==> src/inc/dsl_pkg.sv <==
// constants and types shared by both ends of the status and lock link
package dsl_pkg;
	//------------------------------------------------------------
	// command keys
	//------------------------------------------------------------
	localparam logic [7:0] KEY_55    = 8'h55;
	localparam logic [7:0] KEY_AA    = 8'haa;
	localparam logic [7:0] KEY_RST   = 8'h5a;
	localparam logic [7:0] KEY_WAKE  = 8'h8e;
	//------------------------------------------------------------
	// link commands
	//------------------------------------------------------------
	typedef enum logic [4:0]
	{
		cmd_block_autorestart,
		cmd_allow_autorestart,
		cmd_protect_config,
		cmd_unprotect_config,
		cmd_protect_control,
		cmd_unprotect_control,
		cmd_hold_diag_timeout,
		cmd_release_diag_timeout,
		cmd_safe_timeout_off,
		cmd_safe_timeout_on,
		cmd_mcu_reset,
		cmd_clear_wake_edge,
		cmd_safe_exit,
		cmd_go_active,
		cmd_read_status_one,
		cmd_read_status_two
	} cmd_t;
	//------------------------------------------------------------
	// device state field codes
	//------------------------------------------------------------
	localparam logic [2:0] FIELD_NONE   = 3'h0;
	localparam logic [2:0] FIELD_DIAG   = 3'h1;
	localparam logic [2:0] FIELD_ACTIVE = 3'h2;
	localparam logic [2:0] FIELD_SAFE   = 3'h4;
	//------------------------------------------------------------
	// reset values
	//------------------------------------------------------------
	localparam logic RST_CFG_LOCK  = 1'b1;
	localparam logic RST_BIST_LOCK = 1'b1;
	localparam logic RST_CTRL_LOCK = 1'b1;
	localparam logic RST_DIAG_HOLD = 1'b0;
	localparam logic RST_SAFE_OFF  = 1'b1;
	//------------------------------------------------------------
	// timing (cycles at 10 MHz)
	//------------------------------------------------------------
	localparam int RESET_HOLD_CYCLES = 4;
	localparam int DIAG_TO_CYCLES    = 4000;
	localparam int SAFE_TIMER_SETTING_CYCLES    = 4000;
	//------------------------------------------------------------
	// controller register map (byte addresses)
	//------------------------------------------------------------
	localparam logic [3:0] OFS_COMMAND = 4'h0;
	localparam logic [3:0] OFS_STATUS  = 4'h4;
	localparam int         CMD_DATA_LSB = 0;
	localparam int         CMD_CODE_LSB = 8;
	localparam int         STS_BUSY_BIT = 8;
endpackage

==> src/inc/dsl_link_if.sv <==
// command link between the controller and the device
`timescale 1ns/100ps
`default_nettype none
interface dsl_link_if;
	import dsl_pkg::*;
	logic       req;
	cmd_t       cmd;
	logic [7:0] data;
	logic       ack;
	logic [7:0] rdata;
	modport dev (input req, input cmd, input data, output ack, output rdata);
	modport ctl (output req, output cmd, output data, input ack, input rdata);
endinterface
`default_nettype wire

==> src/rtl/dsl_device.sv <==
// device end: status register pair, keyed locks and state sequencing
// How it works
// 0xaa sets, 0x55 clears restart block latch
// power-on reset keeps latch unless battery lost
// regulator overvoltage forces restart block to one
// restart from off needs wake edge, or wake level when restart unblocked
// config lock resets one, set by key/exit/selftest
// config lock cleared by 0xaa in diagnostic only
// selftest control lock set by key, exits, selftest
// selftest control lock cleared by 0xaa in diag/active/safe
// control lock set by key, diag exit, selftest
// control lock cleared by 0xaa in diag/active/safe
// diag timeout hold set 0x55, cleared 0xaa
// unheld diag timeout goes safe; held timer stays reset
// safe timeout off resets one, keyed in diag only
// safe timer expiry resets unless timeout switched off
// mcu reset 0x5a enters reset and sets flag
// reading status never clears mcu reset flag
// status sync detect bit only with monitor on and clock good; sync_detect_valid follows switch_clock_source_sel
// mcu error bit follows the error pin level
// state field codes; reset state answers zeros
// wake edge latch set on edge, cleared 0x8e/off
// wrong key or wrong state leaves bits unchanged
`timescale 1ns/100ps
`default_nettype none
module dsl_device
#(
	parameter int DIAG_TO = dsl_pkg::DIAG_TO_CYCLES,
	parameter int SAFE_TIMER_SETTING = dsl_pkg::SAFE_TIMER_SETTING_CYCLES
)
(
	// clock and power-on reset
	input  wire logic hclk,
	input  wire logic hresetn,
	// link
	dsl_link_if.dev   link,
	// supply and analog events
	input  wire logic battery_lost,
	input  wire logic internal_regulator_ov,
	input  wire logic logic_selftest_done,
	input  wire logic global_reset,
	input  wire logic shutdown_req,
	// pins
	input  wire logic wake_pin,
	input  wire logic mcu_err_pin,
	// clock monitor
	input  wire logic ext_clock_monitor,
	input  wire logic sync_clock_in_range,
	input  wire logic switch_clock_source_sel,
	// state and status
	output logic [2:0] device_state_field,
	output logic       auto_restart_block,
	output logic       sync_detect_valid
);
	import dsl_pkg::*;

	typedef enum logic [2:0] {st_off, st_reset, st_diag, st_active, st_safe} state_t;

	state_t     state;
	state_t     next_state;
	logic [2:0] wake_s;
	logic [2:0] err_s;
	logic       wake;
	logic       wake_d;
	logic       mcu_err;
	logic       wake_edge;
	logic       cfg_lock;
	logic       bist_lock;
	logic       ctrl_lock;
	logic       diag_hold;
	logic       safe_off;
	logic       mcu_rst_flag;
	logic       por_first;
	logic [15:0] timer;
	logic       live;
	logic       in_run;
	logic [7:0] stat_one;
	logic [7:0] stat_two;

	function automatic logic hit(input cmd_t c, input logic [7:0] k);
		// only the first edge of a request acts, not the ack edge
		hit = link.req && !link.ack && link.cmd == c && link.data == k;
	endfunction

	//------------------------------------------------------------
	// pin synchronisers
	//------------------------------------------------------------
	always_ff @(posedge hclk or negedge hresetn)
	begin
		if (!hresetn)
		begin
			wake_s  <= 3'h0;
			err_s   <= 3'h0;
			wake    <= 1'b0;
			mcu_err <= 1'b0;
			wake_d  <= 1'b0;
		end
		else
		begin
			wake_s <= {wake_s[1:0], wake_pin};
			err_s  <= {err_s[1:0], mcu_err_pin};
			if (wake_s[1] == wake_s[2])
				wake <= wake_s[2];
			if (err_s[1] == err_s[2])
				mcu_err <= err_s[2];
			wake_d <= wake;
		end
	end

	assign in_run = state == st_diag || state == st_active || state == st_safe;
	assign live   = link.req && in_run;

	//------------------------------------------------------------
	// state sequencing
	//------------------------------------------------------------
	always_comb
	begin
		next_state = state;
		unique case (state)
			st_off:
				if (auto_restart_block ? wake_edge : (wake || wake_edge))
					next_state = st_reset;
			st_reset:
				if (timer == 16'(RESET_HOLD_CYCLES - 1))
					next_state = st_diag;
			st_diag:
				if (hit(cmd_go_active, KEY_55))
					next_state = st_active;
				else if (!diag_hold && timer == 16'(DIAG_TO - 1))
					next_state = st_safe;
			st_active:
				next_state = st_active;
			st_safe:
				if (hit(cmd_safe_exit, KEY_55))
					next_state = st_diag;
				else if (!safe_off && timer == 16'(SAFE_TIMER_SETTING - 1))
					next_state = st_reset;
		endcase
		if (in_run && hit(cmd_mcu_reset, KEY_RST))
			next_state = st_reset;
		if (in_run && global_reset)
			next_state = st_reset;
		if (shutdown_req)
			next_state = st_off;
	end

	always_ff @(posedge hclk or negedge hresetn)
	begin
		if (!hresetn)
			state <= st_reset;
		else
			state <= next_state;
	end

	// timer restarts on every state change; held in diag while masked
	always_ff @(posedge hclk or negedge hresetn)
	begin
		if (!hresetn)
			timer <= 16'h0;
		else if (next_state != state || (state == st_diag && diag_hold))
			timer <= 16'h0;
		else if (state != st_off && state != st_active)
			timer <= timer + 16'h1;
	end

	//------------------------------------------------------------
	// restart block latch, kept across power-on reset
	//------------------------------------------------------------
	always_ff @(posedge hclk or negedge hresetn)
	begin
		if (!hresetn)
			por_first <= 1'b1;
		else
			por_first <= 1'b0;
	end

	always_ff @(posedge hclk)
	begin
		if (internal_regulator_ov)
			auto_restart_block <= 1'b1;
		else if (por_first && battery_lost)
			auto_restart_block <= 1'b0;
		else if (live && hit(cmd_block_autorestart, KEY_AA))
			auto_restart_block <= 1'b1;
		else if (live && hit(cmd_allow_autorestart, KEY_55))
			auto_restart_block <= 1'b0;
	end

	//------------------------------------------------------------
	// write-protect locks; set wins over clear
	//------------------------------------------------------------
	always_ff @(posedge hclk or negedge hresetn)
	begin
		if (!hresetn)
		begin
			cfg_lock  <= RST_CFG_LOCK;
			bist_lock <= RST_BIST_LOCK;
			ctrl_lock <= RST_CTRL_LOCK;
		end
		else
		begin
			if ((state == st_diag && hit(cmd_protect_config, KEY_55))
				|| (state == st_diag && next_state != st_diag) || logic_selftest_done)
				cfg_lock <= 1'b1;
			else if (state == st_diag && hit(cmd_unprotect_config, KEY_AA))
				cfg_lock <= 1'b0;
			if ((live && hit(cmd_protect_control, KEY_55))
				|| (in_run && next_state != state) || logic_selftest_done)
				bist_lock <= 1'b1;
			else if (live && hit(cmd_unprotect_control, KEY_AA))
				bist_lock <= 1'b0;
			if ((live && hit(cmd_protect_control, KEY_55))
				|| (state == st_diag && next_state != st_diag) || logic_selftest_done)
				ctrl_lock <= 1'b1;
			else if (live && hit(cmd_unprotect_control, KEY_AA))
				ctrl_lock <= 1'b0;
		end
	end

	//------------------------------------------------------------
	// timeout controls, reset cause, wake edge
	//------------------------------------------------------------
	always_ff @(posedge hclk or negedge hresetn)
	begin
		if (!hresetn)
		begin
			diag_hold <= RST_DIAG_HOLD;
			safe_off  <= RST_SAFE_OFF;
		end
		else
		begin
			if (live && hit(cmd_hold_diag_timeout, KEY_55))
				diag_hold <= 1'b1;
			else if (live && hit(cmd_release_diag_timeout, KEY_AA))
				diag_hold <= 1'b0;
			if (state == st_diag && hit(cmd_safe_timeout_off, KEY_55))
				safe_off <= 1'b1;
			else if (state == st_diag && hit(cmd_safe_timeout_on, KEY_AA))
				safe_off <= 1'b0;
		end
	end

	// flag changes only on entry to reset, never on a read
	always_ff @(posedge hclk or negedge hresetn)
	begin
		if (!hresetn)
			mcu_rst_flag <= 1'b0;
		else if (state != st_reset && next_state == st_reset)
			mcu_rst_flag <= in_run && hit(cmd_mcu_reset, KEY_RST);
	end

	always_ff @(posedge hclk or negedge hresetn)
	begin
		if (!hresetn)
			wake_edge <= 1'b0;
		else if (wake && !wake_d)
			wake_edge <= 1'b1;
		else if (state != st_off && next_state == st_off)
			wake_edge <= 1'b0;
		else if (live && hit(cmd_clear_wake_edge, KEY_WAKE))
			wake_edge <= 1'b0;
	end

	//------------------------------------------------------------
	// status and link answer
	//------------------------------------------------------------
	always_comb
	begin
		unique case (state)
			st_diag:   device_state_field = FIELD_DIAG;
			st_active: device_state_field = FIELD_ACTIVE;
			st_safe:   device_state_field = FIELD_SAFE;
			default:   device_state_field = FIELD_NONE;
		endcase
	end

	assign sync_detect_valid = switch_clock_source_sel;
	assign stat_one = {device_state_field, 1'b0, auto_restart_block, cfg_lock, bist_lock,
		ctrl_lock};
	assign stat_two = {1'b0, diag_hold, safe_off, mcu_rst_flag,
		ext_clock_monitor && sync_clock_in_range, mcu_err, wake_edge, wake};

	always_ff @(posedge hclk or negedge hresetn)
	begin
		if (!hresetn)
		begin
			link.ack   <= 1'b0;
			link.rdata <= 8'h0;
		end
		else
		begin
			link.ack   <= link.req && !link.ack;
			link.rdata <= 8'h0;
			if (in_run && link.req && link.cmd == cmd_read_status_one)
				link.rdata <= stat_one;
			else if (in_run && link.req && link.cmd == cmd_read_status_two)
				link.rdata <= stat_two;
		end
	end
endmodule
`default_nettype wire

==> src/flat_wrapper.sv <==
// flat-port wrapper written by rule: the top's interface ports become plain ports
module dsl_device_flat import dsl_pkg::*;
#(
	parameter int DIAG_TO = dsl_pkg::DIAG_TO_CYCLES,
	parameter int SAFE_TIMER_SETTING = dsl_pkg::SAFE_TIMER_SETTING_CYCLES
)
  (hclk, hresetn, battery_lost, internal_regulator_ov, logic_selftest_done, global_reset, shutdown_req, wake_pin, mcu_err_pin, ext_clock_monitor, sync_clock_in_range, switch_clock_source_sel, device_state_field, auto_restart_block, sync_detect_valid, link_req, link_cmd, link_data, link_ack, link_rdata);
  dsl_link_if link_i ();
  input  wire logic hclk;
  input  wire logic hresetn;
  input  wire logic battery_lost;
  input  wire logic internal_regulator_ov;
  input  wire logic logic_selftest_done;
  input  wire logic global_reset;
  input  wire logic shutdown_req;
  input  wire logic wake_pin;
  input  wire logic mcu_err_pin;
  input  wire logic ext_clock_monitor;
  input  wire logic sync_clock_in_range;
  input  wire logic switch_clock_source_sel;
  output logic [2:0] device_state_field;
  output logic auto_restart_block;
  output logic sync_detect_valid;
  input wire logic [$bits(link_i.req)-1:0] link_req;
  input wire logic [$bits(link_i.cmd)-1:0] link_cmd;
  input wire logic [$bits(link_i.data)-1:0] link_data;
  output wire logic [$bits(link_i.ack)-1:0] link_ack;
  output wire logic [$bits(link_i.rdata)-1:0] link_rdata;
  assign link_i.req = link_req;
  assign link_i.cmd = link_cmd;
  assign link_i.data = link_data;
  assign link_ack = link_i.ack;
  assign link_rdata = link_i.rdata;
  dsl_device #(.DIAG_TO(DIAG_TO), .SAFE_TIMER_SETTING(SAFE_TIMER_SETTING)) u_core (.hclk(hclk), .hresetn(hresetn), .link(link_i), .battery_lost(battery_lost), .internal_regulator_ov(internal_regulator_ov), .logic_selftest_done(logic_selftest_done), .global_reset(global_reset), .shutdown_req(shutdown_req), .wake_pin(wake_pin), .mcu_err_pin(mcu_err_pin), .ext_clock_monitor(ext_clock_monitor), .sync_clock_in_range(sync_clock_in_range), .switch_clock_source_sel(switch_clock_source_sel), .device_state_field(device_state_field), .auto_restart_block(auto_restart_block), .sync_detect_valid(sync_detect_valid));
endmodule
==> config.mk <==
export PLATFORM = sky130hd
export DESIGN_NAME = dsl_device_flat
export DESIGN_NICKNAME = d
export VERILOG_FILES = /design/src/inc/dsl_pkg.sv /design/src/inc/dsl_link_if.sv /design/src/rtl/dsl_device.sv /design/src/flat_wrapper.sv
export SDC_FILE = /design/constraint.sdc
export NUM_CORES = 1
export LEC_CHECK = 0
export ABC_CLOCK_PERIOD_IN_PS = 2700
export BUFFER_PORTS_ARGS = -buffer_cell sky130_fd_sc_hd__buf_2
export CAP_MARGIN = 15
export CORE_MARGIN = 4
export CORE_UTILIZATION = 50
export CTS_BUF_LIST = sky130_fd_sc_hd__clkbuf_16
export DETAILED_ROUTE_END_ITERATION = 10
export PLACE_DENSITY = 0.78
export SYNTH_ARGS = -nofsm -noshare
export SYNTH_HDL_FRONTEND = slang
export SYNTH_SLANG_ARGS = --single-unit
==> constraint.sdc <==
create_clock -name hclk -period 2.7 [get_ports hclk]
set_input_delay 0.135 -clock hclk [delete_from_list [all_inputs] [get_ports hclk]]
set_output_delay 0.135 -clock hclk [all_outputs]
set_load 0.02 [all_outputs]
==> flow_summary_export.csv, run 1 <==
group,metric,value,unit
outcome,status,"finished, violations left",
outcome,violations,"hold timing, setup timing",
placement,portBuffers,37,
clock_tree,clk_pin_slew,0.07,ns
floorplanning,num_rows,25,
routing,via_per_inst,5.70,
grt,grt_pass1_wl,10.6,mm
layout,drive_above_1_share,38.5,%
grt,overflow,0,
layout,final_cell_area,0.00330,mm^2
routing,postRouteWirelength,6.29,mm
sta,fin_crit_sh,105,%
power,p_total,2.86,mW
synth,ys_seq_area_share,46.4,%
placement,dpl.hpwl,4.48,mm
sta,skew,0.00792,ns
routing,num_vias,2245,
worst_setup_path,reg2reg_depth,8,
clock_tree,cts_tree,"yes",
routing,ant_nets,0,
floorplanning,num_io_pins,40,
worst_setup_path,end_kind,"flip-flop",
flow_run,cap_violations,0,
routing,drc,0,
routing,drt_pre_antenna_iters,4,
floorplanning,initial_core_util,52.2,%
worst_setup_path,worstSetupStartpointType,"flip-flop",
worst_setup_path,path_class,"reg -> reg",
worst_setup_path,cp_data_arrival_time,3.06,ns
synth,syn_area,0.00248,mm^2
synth,synth_cell_types,60,
placement,pre_cts_ws,-0.127,ns
synth,syn_nets,275,
sta,tns,-2.28,ns
floorplanning,fp.dieArea,0.00616,mm^2
floorplanning,die_w,78.5,um
grt,grt_max_degree,46,
worst_setup_path,path_max_fanout,16,
min_path,hold_class,"in -> async",
routing,routedWlPerCell,16.0,um
synth,async_reset_ff_share,97.8,%
synth,yosysWarningCount,0,
sta,finalSetupViolations,19,
grt,grt_pass1_vias,2210,
sta,whs,-0.0108,ns
worst_setup_path,r2r_end,"u_core.timer[2]",
synth,synth-seq-cells,46,
clock_tree,cts_made_buffers,5,
sta,hold_viol_final,7,
floorplanning,core_area,0.00475,mm^2
worst_setup_path,r2r_setup_slack,-0.14,ns
floorplanning,die_y,78.5,um
synth,synthCells,248,
power,leakagePower,1.47,nW
clock_tree,cts.htree.levels,2,
layout,fill_cells,385,
clock_tree,cts_sinks,46,
clock_tree,cts_root_buffer,"clkbuf_16",
sta,period_needed,2.84,ns
worst_setup_path,worst_ep_required_time,2.92,ns
grt,grtUsageTotal,21.9,%
sta,slew_headroom,36.0,%
routing,first_iter_violations,146,
sta,clock.fmax,352,MHz
power,power.density,869,mW/mm^2
layout,synthToLayoutAreaGrowth,32.7,%
synth,synth-edff-count,0,
grt,antenna_found_initial,0,
sta,rsz0062_at_grt,"true",
clock_tree,clkLatencyLatePin,0.29,ns
sta,slew_viol_final,0,
clock_tree,cts_buffer_depth,2,
placement,place_area,0.00301,mm^2
worst_setup_path,r2r-start,"u_core.timer[13]",
placement,gp_congestion,0.986,
power,irDropWorstVdd,568,uV
sta,fin_ws,-0.138,ns
synth,syn_avg_cell_area,10.0,um^2
synth,ys.flop_type,"dfrtp_1",
sta,worst_pin_slew,0.959,ns
layout,layout.nets,353,
layout,antenna_cells,0,
==> layout make-up <==
cell class / instances / area, um^2 / share of cell area, %
Multi-Input combinational cell: 185 / 1340 / 40.7
Inverter: 10 / 37.5 / 1.14
Timing Repair Buffer: 78 / 510 / 15.5
Sequential cell: 46 / 1150 / 35.0
Clock inverter: 3 / 43.8 / 1.33
Tap cell: 67 / 83.8 / 2.54
Clock buffer: 5 / 125 / 3.80
==> worst max-delay path by stage <==
stage	slack (ns)	cells past startpoint	end	from
6_report	-0.14	8	u_core.timer[2]	u_core.timer[13]
3_3_place_gp	-0.07	7	u_core.mcu_rst_flag	u_core.link.ack
3_5_place_dp	-0.13	8	u_core.timer[4]	u_core.timer[13]
2_1_floorplan	-0.09	9	u_core.timer[1]	u_core.timer[0]
4_1_cts	-0.12	6	u_core.mcu_rst_flag	u_core.timer[13]
5_1_grt	-0.23	9	u_core.bist_lock	u_core.timer[13]
==> power breakdown <==
part / switching [mW] / total [mW] / internal, mW / leakage [nW]
clock: 0.266 / 0.704 / 0.438 / 0.0842
sequential: 0.0680 / 0.820 / 0.752 / 0.588
combinational: 0.747 / 1.34 / 0.594 / 0.795
total: 1.08 / 2.86 / 1.78 / 1.47
==> state kept, by name, summed over array words and instances (netlist names), 3 cells and up <==
name and cells:
u_core.wake_s 3, u_core.state 3, u_core.link.rdata 8, u_core.err_s 3
u_core.timer 16
==> per-layer routing <==
| metal | track usage (%) | up-vias | routed length, um |
|---|---|---|---|
| li1 | - | 1069 | - |
| met2 | 37.2 | 87 | 3010 |
| met4 | 7.52 | 0 | 111 |
| met5 | 0 | - | 0 |
| met3 | 4.70 | 14 | 412 |
| met1 | 27.7 | 1075 | 2760 |
==> metrics by stage <==
step | std cells | utilization (%)
final | 394 | 69.3
after global routing | 394 | 69.3
after global placement | 380 | 63.4
after CTS | 391 | 68.3
after detailed placement | 380 | 63.4
after floorplan | 248 | -
==> layout by cell type, fill, tap and decap left out, types with 2 or more instances in the layout <==
cell type,count
o31ai_1,3
nand3_1,6
or4_1,3
o221ai_1,2
dfstp_2,6
nand3b_1,6
clkbuf_16,5
nor4_1,4
nand4_1,7
o21ai_0,11
inv_1,10
xor2_1,12
o41ai_1,3
nor3_1,4
and3_1,5
nand2b_1,2
nand4bb_1,2
nor2b_1,5
buf_4,38
mux2i_1,2
a22o_1,5
buf_2,37
nor2_1,22
a21oi_1,5
dlygate4sd3_1,2
dfrtp_1,38
nand2_1,14
o211ai_1,2
or2_2,4
nor2_2,11
a31oi_1,2
maj3_1,2
or3_1,3
xnor2_1,4
or4_4,3
==> critical path, stage by stage, from the launching register on <==
cell	delay, ns
dfrtp_1	0.38
or4_4	0.54
or4_4	0.58
a2111o_1	0.35
a31oi_1	0.18
mux2i_1	0.30
nand4_4	0.14
buf_12	0.19
nor2_2	0.11
==> synth_stat cells, drive strengths merged (5+ instances only) <==
| cell type | count | area, um^2 |
|---|---|---|
| and3 | 5 | 31.3 |
| xnor2 | 5 | 51.3 |
| nor2b | 5 | 31.3 |
| nand3b | 6 | 45.0 |
| nor4 | 6 | 37.5 |
| dfstp | 6 | 158 |
| a21oi | 5 | 25.0 |
| o21ai | 12 | 60.1 |
| inv | 10 | 37.5 |
| dfrtp | 39 | 976 |
| o41ai | 5 | 43.8 |
| xor2 | 12 | 105 |
| nand3 | 6 | 30.0 |
| nor2 | 33 | 149 |
| a22o | 5 | 43.8 |
| nand2 | 14 | 52.6 |
| or4 | 6 | 52.6 |
| nand4 | 8 | 65.1 |
==> what timing repair did <==
item                                    4_1_cts  5_1_grt
endpoints found under the setup margin       21       21
hold endpoints to repair                      2        0
buffers inserted                              1        3
pin swaps                                     6        3
resized for setup                             6        4
hold buffers                                  2        0
==> kinds of logic after synthesis <==
group	share of synthesized area [%]
other	0.151
adders and majority gates	1.31
buffers and inverters	3.02
xor gates and xnor gates	6.30
muxes	1.26
DFF	46.4
AOI/OAI and AO/OA	13.6
and+or+nand+nor	27.9
(Power assumes the default switching activity.)
==> inputs of run 2 (changes only) <==
Settings changed: SETUP_SLACK_MARGIN from default to 0.02.
==> flow_summary_export.csv, run 2 (synthesis results as in run 1) <==
group,metric,value,unit
floorplanning,num_rows,25,
routing,first_iter_violations,156,
layout,multi_input_area,0.00134,mm^2
worst_setup_path,cp_data_arrival_time,3.06,ns
floorplanning,core_area,0.00475,mm^2
layout,drive_above_1_share,38.5,%
clock_tree,cts_buffer_depth,2,
layout,reg_top3,"u_core.timer x16, u_core.link.rdata x8",
floorplanning,initial_core_util,52.2,%
layout,final_cell_mix,"38 x buf_4, 38 x dfrtp_1, 37 x buf_2",
worst_setup_path,worst_ep_required_time,2.92,ns
grt,grt_max_degree,46,
sta,slew_viol_final,0,
worst_setup_path,worstSetupStartpointType,"flip-flop",
grt,overflow,0,
placement,place_area,0.00301,mm^2
sta,skew,0.00722,ns
routing,via_per_inst,5.68,
routing,drt_pre_antenna_iters,4,
sta,rsz0062_at_grt,"true",
grt,grt_pass1_vias,2205,
layout,antenna_cells,0,
placement,dpl.hpwl,4.48,mm
worst_setup_path,r2r_setup_slack,-0.14,ns
routing,routedWlPerCell,15.9,um
sta,whs,-0.00785,ns
routing,postRouteWirelength,6.26,mm
placement,gp_congestion,0.986,
grt,grtUsageTotal,21.8,%
placement,portBuffers,37,
worst_setup_path,critPathLaunch,"u_core.timer[13]",
grt,grt_pass1_wl,10.5,mm
sta,slew_headroom,36.0,%
sta,period_needed,2.84,ns
floorplanning,die_w,78.5,um
floorplanning,fp.dieArea,0.00616,mm^2
clock_tree,cts_root_buffer,"clkbuf_16",
power,power.density,868,mW/mm^2
worst_setup_path,end_kind,"flip-flop",
floorplanning,die_y,78.5,um
clock_tree,cts_sinks,46,
outcome,status,"finished, violations left",
flow_run,cap_violations,0,
sta,worst_pin_slew,0.960,ns
routing,drc,0,
floorplanning,num_io_pins,40,
routing,num_vias,2237,
sta,hold_viol_final,5,
clock_tree,clk_pin_slew,0.07,ns
grt,antenna_found_initial,0,
sta,clock.fmax,352,MHz
outcome,violations,"hold timing, setup timing",
layout,largest_reg_flops,16,
layout,synthToLayoutAreaGrowth,32.7,%
worst_setup_path,path_class,"reg -> reg",
sta,fin_ws,-0.137,ns
layout,regMostFlops,"u_core.timer",
worst_setup_path,r2r_end,"u_core.timer[2]",
layout,final_cell_area,0.00330,mm^2
layout,seqCellArea,0.00115,mm^2
power,irDropWorstVdd,565,uV
routing,ant_nets,0,
layout,fill_cells,385,
power,leakagePower,1.47,nW
sta,fin_crit_sh,105,%
worst_setup_path,reg2reg_depth,8,
min_path,hold_class,"in -> async",
clock_tree,cts_tree,"yes",
worst_setup_path,path_max_fanout,16,
clock_tree,clkLatencyLatePin,0.29,ns
clock_tree,cts_made_buffers,5,
layout,layout.nets,353,
worst_setup_path,r2r-start,"u_core.timer[13]",
sta,finalSetupViolations,19,
clock_tree,cts.htree.levels,2,
## run 2: critical path, cell delays in order (launching register included)
cell	delay [ns]
dfrtp_1	0.38
or4_4	0.54
or4_4	0.58
a2111o_1	0.35
a31oi_1	0.18
mux2i_1	0.30
nand4_4	0.14
buf_12	0.19
nor2_2	0.11
## run 2: how the worst max path moves through the flow
stage / end / slack (ns) / depth (start not counted)
4_1_cts: u_core.mcu_rst_flag / -0.12 / 6
6_report: u_core.timer[2] / -0.14 / 8
3_3_place_gp: u_core.mcu_rst_flag / -0.07 / 7
3_5_place_dp: u_core.timer[4] / -0.13 / 8
2_1_floorplan: u_core.timer[1] / -0.09 / 9
5_1_grt: u_core.bist_lock / -0.23 / 9
## run 2: layout make-up
class                   count  area share (%)
flip-flops and latches     46            35.0
inverters                  10            1.14
multi-input cells         185            40.7
clock inverters             3            1.33
clock buffers               5            3.80
repair buffers             78            15.5
well taps                  67            2.54
## run 2: routing by layer
metal / wire length, um / track usage, %
met3: 448 / 4.70
met1: 2700 / 27.5
met2: 3000 / 37.2
met4: 108 / 7.52
met5: 0 / 0
## run 2: timing repair
action                                 4_1_cts  5_1_grt
setup buffers                                1        3
hold buffers                                 2        0
endpoints found under the hold margin        2        0
pin swaps                                    7        3
setup endpoints to repair                   21       22
gates resized for setup                      6        4
## run 2: per-stage QoR
| stage | setup slack [ns] | total power, mW | utilization [%] | TNS [ns] | instances |
|---|---|---|---|---|---|
| 2_1_floorplan | -0.0860 | 1.61 | - | -0.883 | 248 |
| 3_3_place_gp | -0.0692 | 2.03 | 63.4 | -1.19 | 380 |
| 3_5_place_dp | -0.127 | 2.05 | 63.4 | -2.24 | 380 |
| 4_1_cts | -0.124 | 2.82 | 68.3 | -1.79 | 391 |
| 5_1_grt | -0.228 | 3.02 | 69.3 | -3.85 | 394 |
| 6_report | -0.137 | 2.86 | 69.3 | -2.27 | 394 |
## run 2: where the power goes
| part | switching (mW) | internal (mW) | leakage, nW | total (mW) |
|---|---|---|---|---|
| logic | 0.746 | 0.594 | 0.795 | 1.34 |
| registers | 0.0671 | 0.752 | 0.588 | 0.819 |
| clock network | 0.262 | 0.438 | 0.0842 | 0.700 |
==> inputs of run 3 (changes only) <==
Settings changed: CORE_ASPECT_RATIO from default to 0.5, GPL_TIMING_DRIVEN from default to 1, TNS_END_PERCENT from default to 1.
==> flow_summary_export.csv, run 3 (synthesis results as in run 1) <==
group,metric,value,unit
worst_setup_path,worstSetupStartpointType,"flip-flop",
floorplanning,die_w,108,um
outcome,violations,"setup timing",
grt,grt_pass1_wl,11.4,mm
clock_tree,cts_setup_buffers,0,
grt,grt_util_met2,40.3,%
grt,overflow,0,
sta,hold_viol_final,0,
routing,ant_nets,0,
placement,dpl.hpwl,4.83,mm
sta,whs,0.0171,ns
worst_setup_path,r2r_setup_slack,-0.17,ns
layout,drive_above_1_share,37.9,%
sta,rsz0062_at_grt,"true",
power,irDropWorstVdd,539,uV
clock_tree,cts_root_buffer,"clkbuf_16",
outcome,status,"finished, violations left",
worst_setup_path,path_class,"reg -> reg",
worst_setup_path,r2r-start,"u_core.timer[1]",
sta,fin_ws,-0.166,ns
layout,multi_input_area,0.00133,mm^2
sta,skew,0.00558,ns
floorplanning,num_rows,17,
flow_run,cap_violations,0,
worst_setup_path,reg2reg_depth,9,
sta,finalSetupViolations,21,
grt,met1_usage,28.6,%
routing,first_iter_violations,117,
routing,num_vias,2320,
placement,gp_congestion,0.874,
power,power.density,847,mW/mm^2
floorplanning,core_area,0.00459,mm^2
power,power_frac_seq,29.5,%
routing,drt_pre_antenna_iters,4,
worst_setup_path,end_kind,"flip-flop",
clock_tree,cts.htree.levels,2,
sta,slew_viol_final,0,
layout,final_cell_mix,"39 x dfrtp_1, 38 x buf_4, 37 x buf_2",
layout,reg_top3,"u_core.timer x16, u_core.link.rdata x8",
routing,postRouteWirelength,6.71,mm
layout,largest_reg_flops,16,
min_path,hold_class,"in -> async",
power,p_switching,1.09,mW
grt,grt_pass1_vias,2377,
floorplanning,die_y,57.8,um
power,p_int,1.68,mW
clock_tree,cts_buffer_depth,2,
grt,antenna_found_initial,0,
layout,seqCellArea,0.00115,mm^2
floorplanning,initial_core_util,54.1,%
layout,antenna_cells,0,
power,leakagePower,1.45,nW
sta,fin_crit_sh,106,%
layout,regMostFlops,"u_core.timer",
clock_tree,clkLatencyLatePin,0.29,ns
placement,portBuffers,37,
layout,layout.nets,353,
sta,period_needed,2.87,ns
grt,grt_max_degree,46,
worst_setup_path,r2r_end,"u_core.timer[4]",
power,combPwrFrac,48.7,%
layout,synthToLayoutAreaGrowth,31.3,%
grt,grtUsageTotal,23.1,%
sta,worst_pin_slew,0.991,ns
layout,fill_cells,334,
floorplanning,fp.dieArea,0.00623,mm^2
clock_tree,cts_tree,"yes",
sta,slew_headroom,33.9,%
power,swShare,39.4,%
routing,drc,0,
clock_tree,cts_made_buffers,5,
grt,grt_use_met3,5.56,%
worst_setup_path,cp_data_arrival_time,3.08,ns
routing,routedWlPerCell,17.1,um
grt,grt_most_used_layer,"met2",
layout,final_common_cell,"dfrtp_1",
floorplanning,num_io_pins,40,
sta,clock.fmax,349,MHz
placement,dp.cells,383,
worst_setup_path,worst_ep_required_time,2.92,ns
layout,fin_cells,393,
clock_tree,cts_sinks,46,
layout,post-route-util,71.0,%
routing,via_per_inst,5.90,
clock_tree,clk_pin_slew,0.06,ns
power,power.share.clock,21.8,%
worst_setup_path,path_max_fanout,16,
## run 3: cell type report
cell class,instances,share of cell area (%)
multi-input cells,185,40.8
flip-flops and latches,46,35.4
repair buffers,78,15.7
clock buffers,5,3.84
well taps,66,2.53
inverters,10,1.15
clock inverters,3,0.614
## run 3: worst max path at each step
stage / from / endpoint / slack [ns] / cells past startpoint
2_1_floorplan: u_core.timer[0] / u_core.timer[1] / -0.09 / 9
3_3_place_gp: u_core.timer[13] / u_core.timer[2] / -0.09 / 8
3_5_place_dp: u_core.timer[0] / u_core.ctrl_lock / -0.18 / 10
4_1_cts: u_core.timer[1] / u_core.timer[4] / -0.16 / 9
5_1_grt: u_core.timer[0] / u_core.timer[3] / -0.28 / 9
6_report: u_core.timer[1] / u_core.timer[4] / -0.17 / 9
## run 3: per-layer routing
| metal | share of wire, % | routed length [um] | vias up |
|---|---|---|---|
| li1 | - | - | 1070 |
| met5 | 0 | 0 | - |
| met3 | 6.7 | 448 | 19 |
| met1 | 44 | 2930 | 1127 |
| met2 | 47 | 3180 | 104 |
| met4 | 2.3 | 157 | 0 |
## run 3: timing repair
action,4_1_cts,5_1_grt
gates resized for setup,4,6
cloned,0,0
endpoints found under the hold margin,2,0
hold buffers,2,0
setup endpoints to repair,21,22
pin swaps,4,0
## run 3: critical path: stages (launching register included)
cell	delay (ns)
dfrtp_1	0.38
ha_2	0.20
or3b_4	0.39
or4_4	0.56
a2111o_1	0.35
a31oi_1	0.18
mux2i_1	0.30
nand4_4	0.14
buf_12	0.19
nor2_2	0.11
## run 3: power by group through the flow
stage          combinational [mW]  clock [mW]  sequential [mW]
3_3_place_gp                 1.21           0            0.817
2_1_floorplan               0.785           0            0.808
4_1_cts                      1.30       0.613            0.811
6_report                     1.34       0.603            0.816
3_5_place_dp                 1.25           0            0.822
5_1_grt                      1.44       0.647            0.820
## run 3: per-stage QoR
step	setup TNS, ns	cell area, um^2	setup slack (ns)	total power, mW
after floorplan	-1.01	2500	-0.0860	1.59
after global placement	-1.43	3030	-0.0858	2.02
after detailed placement	-2.77	3030	-0.184	2.07
after CTS	-2.39	3230	-0.157	2.73
after global routing	-5.14	3260	-0.275	2.90
final	-2.73	3260	-0.166	2.76
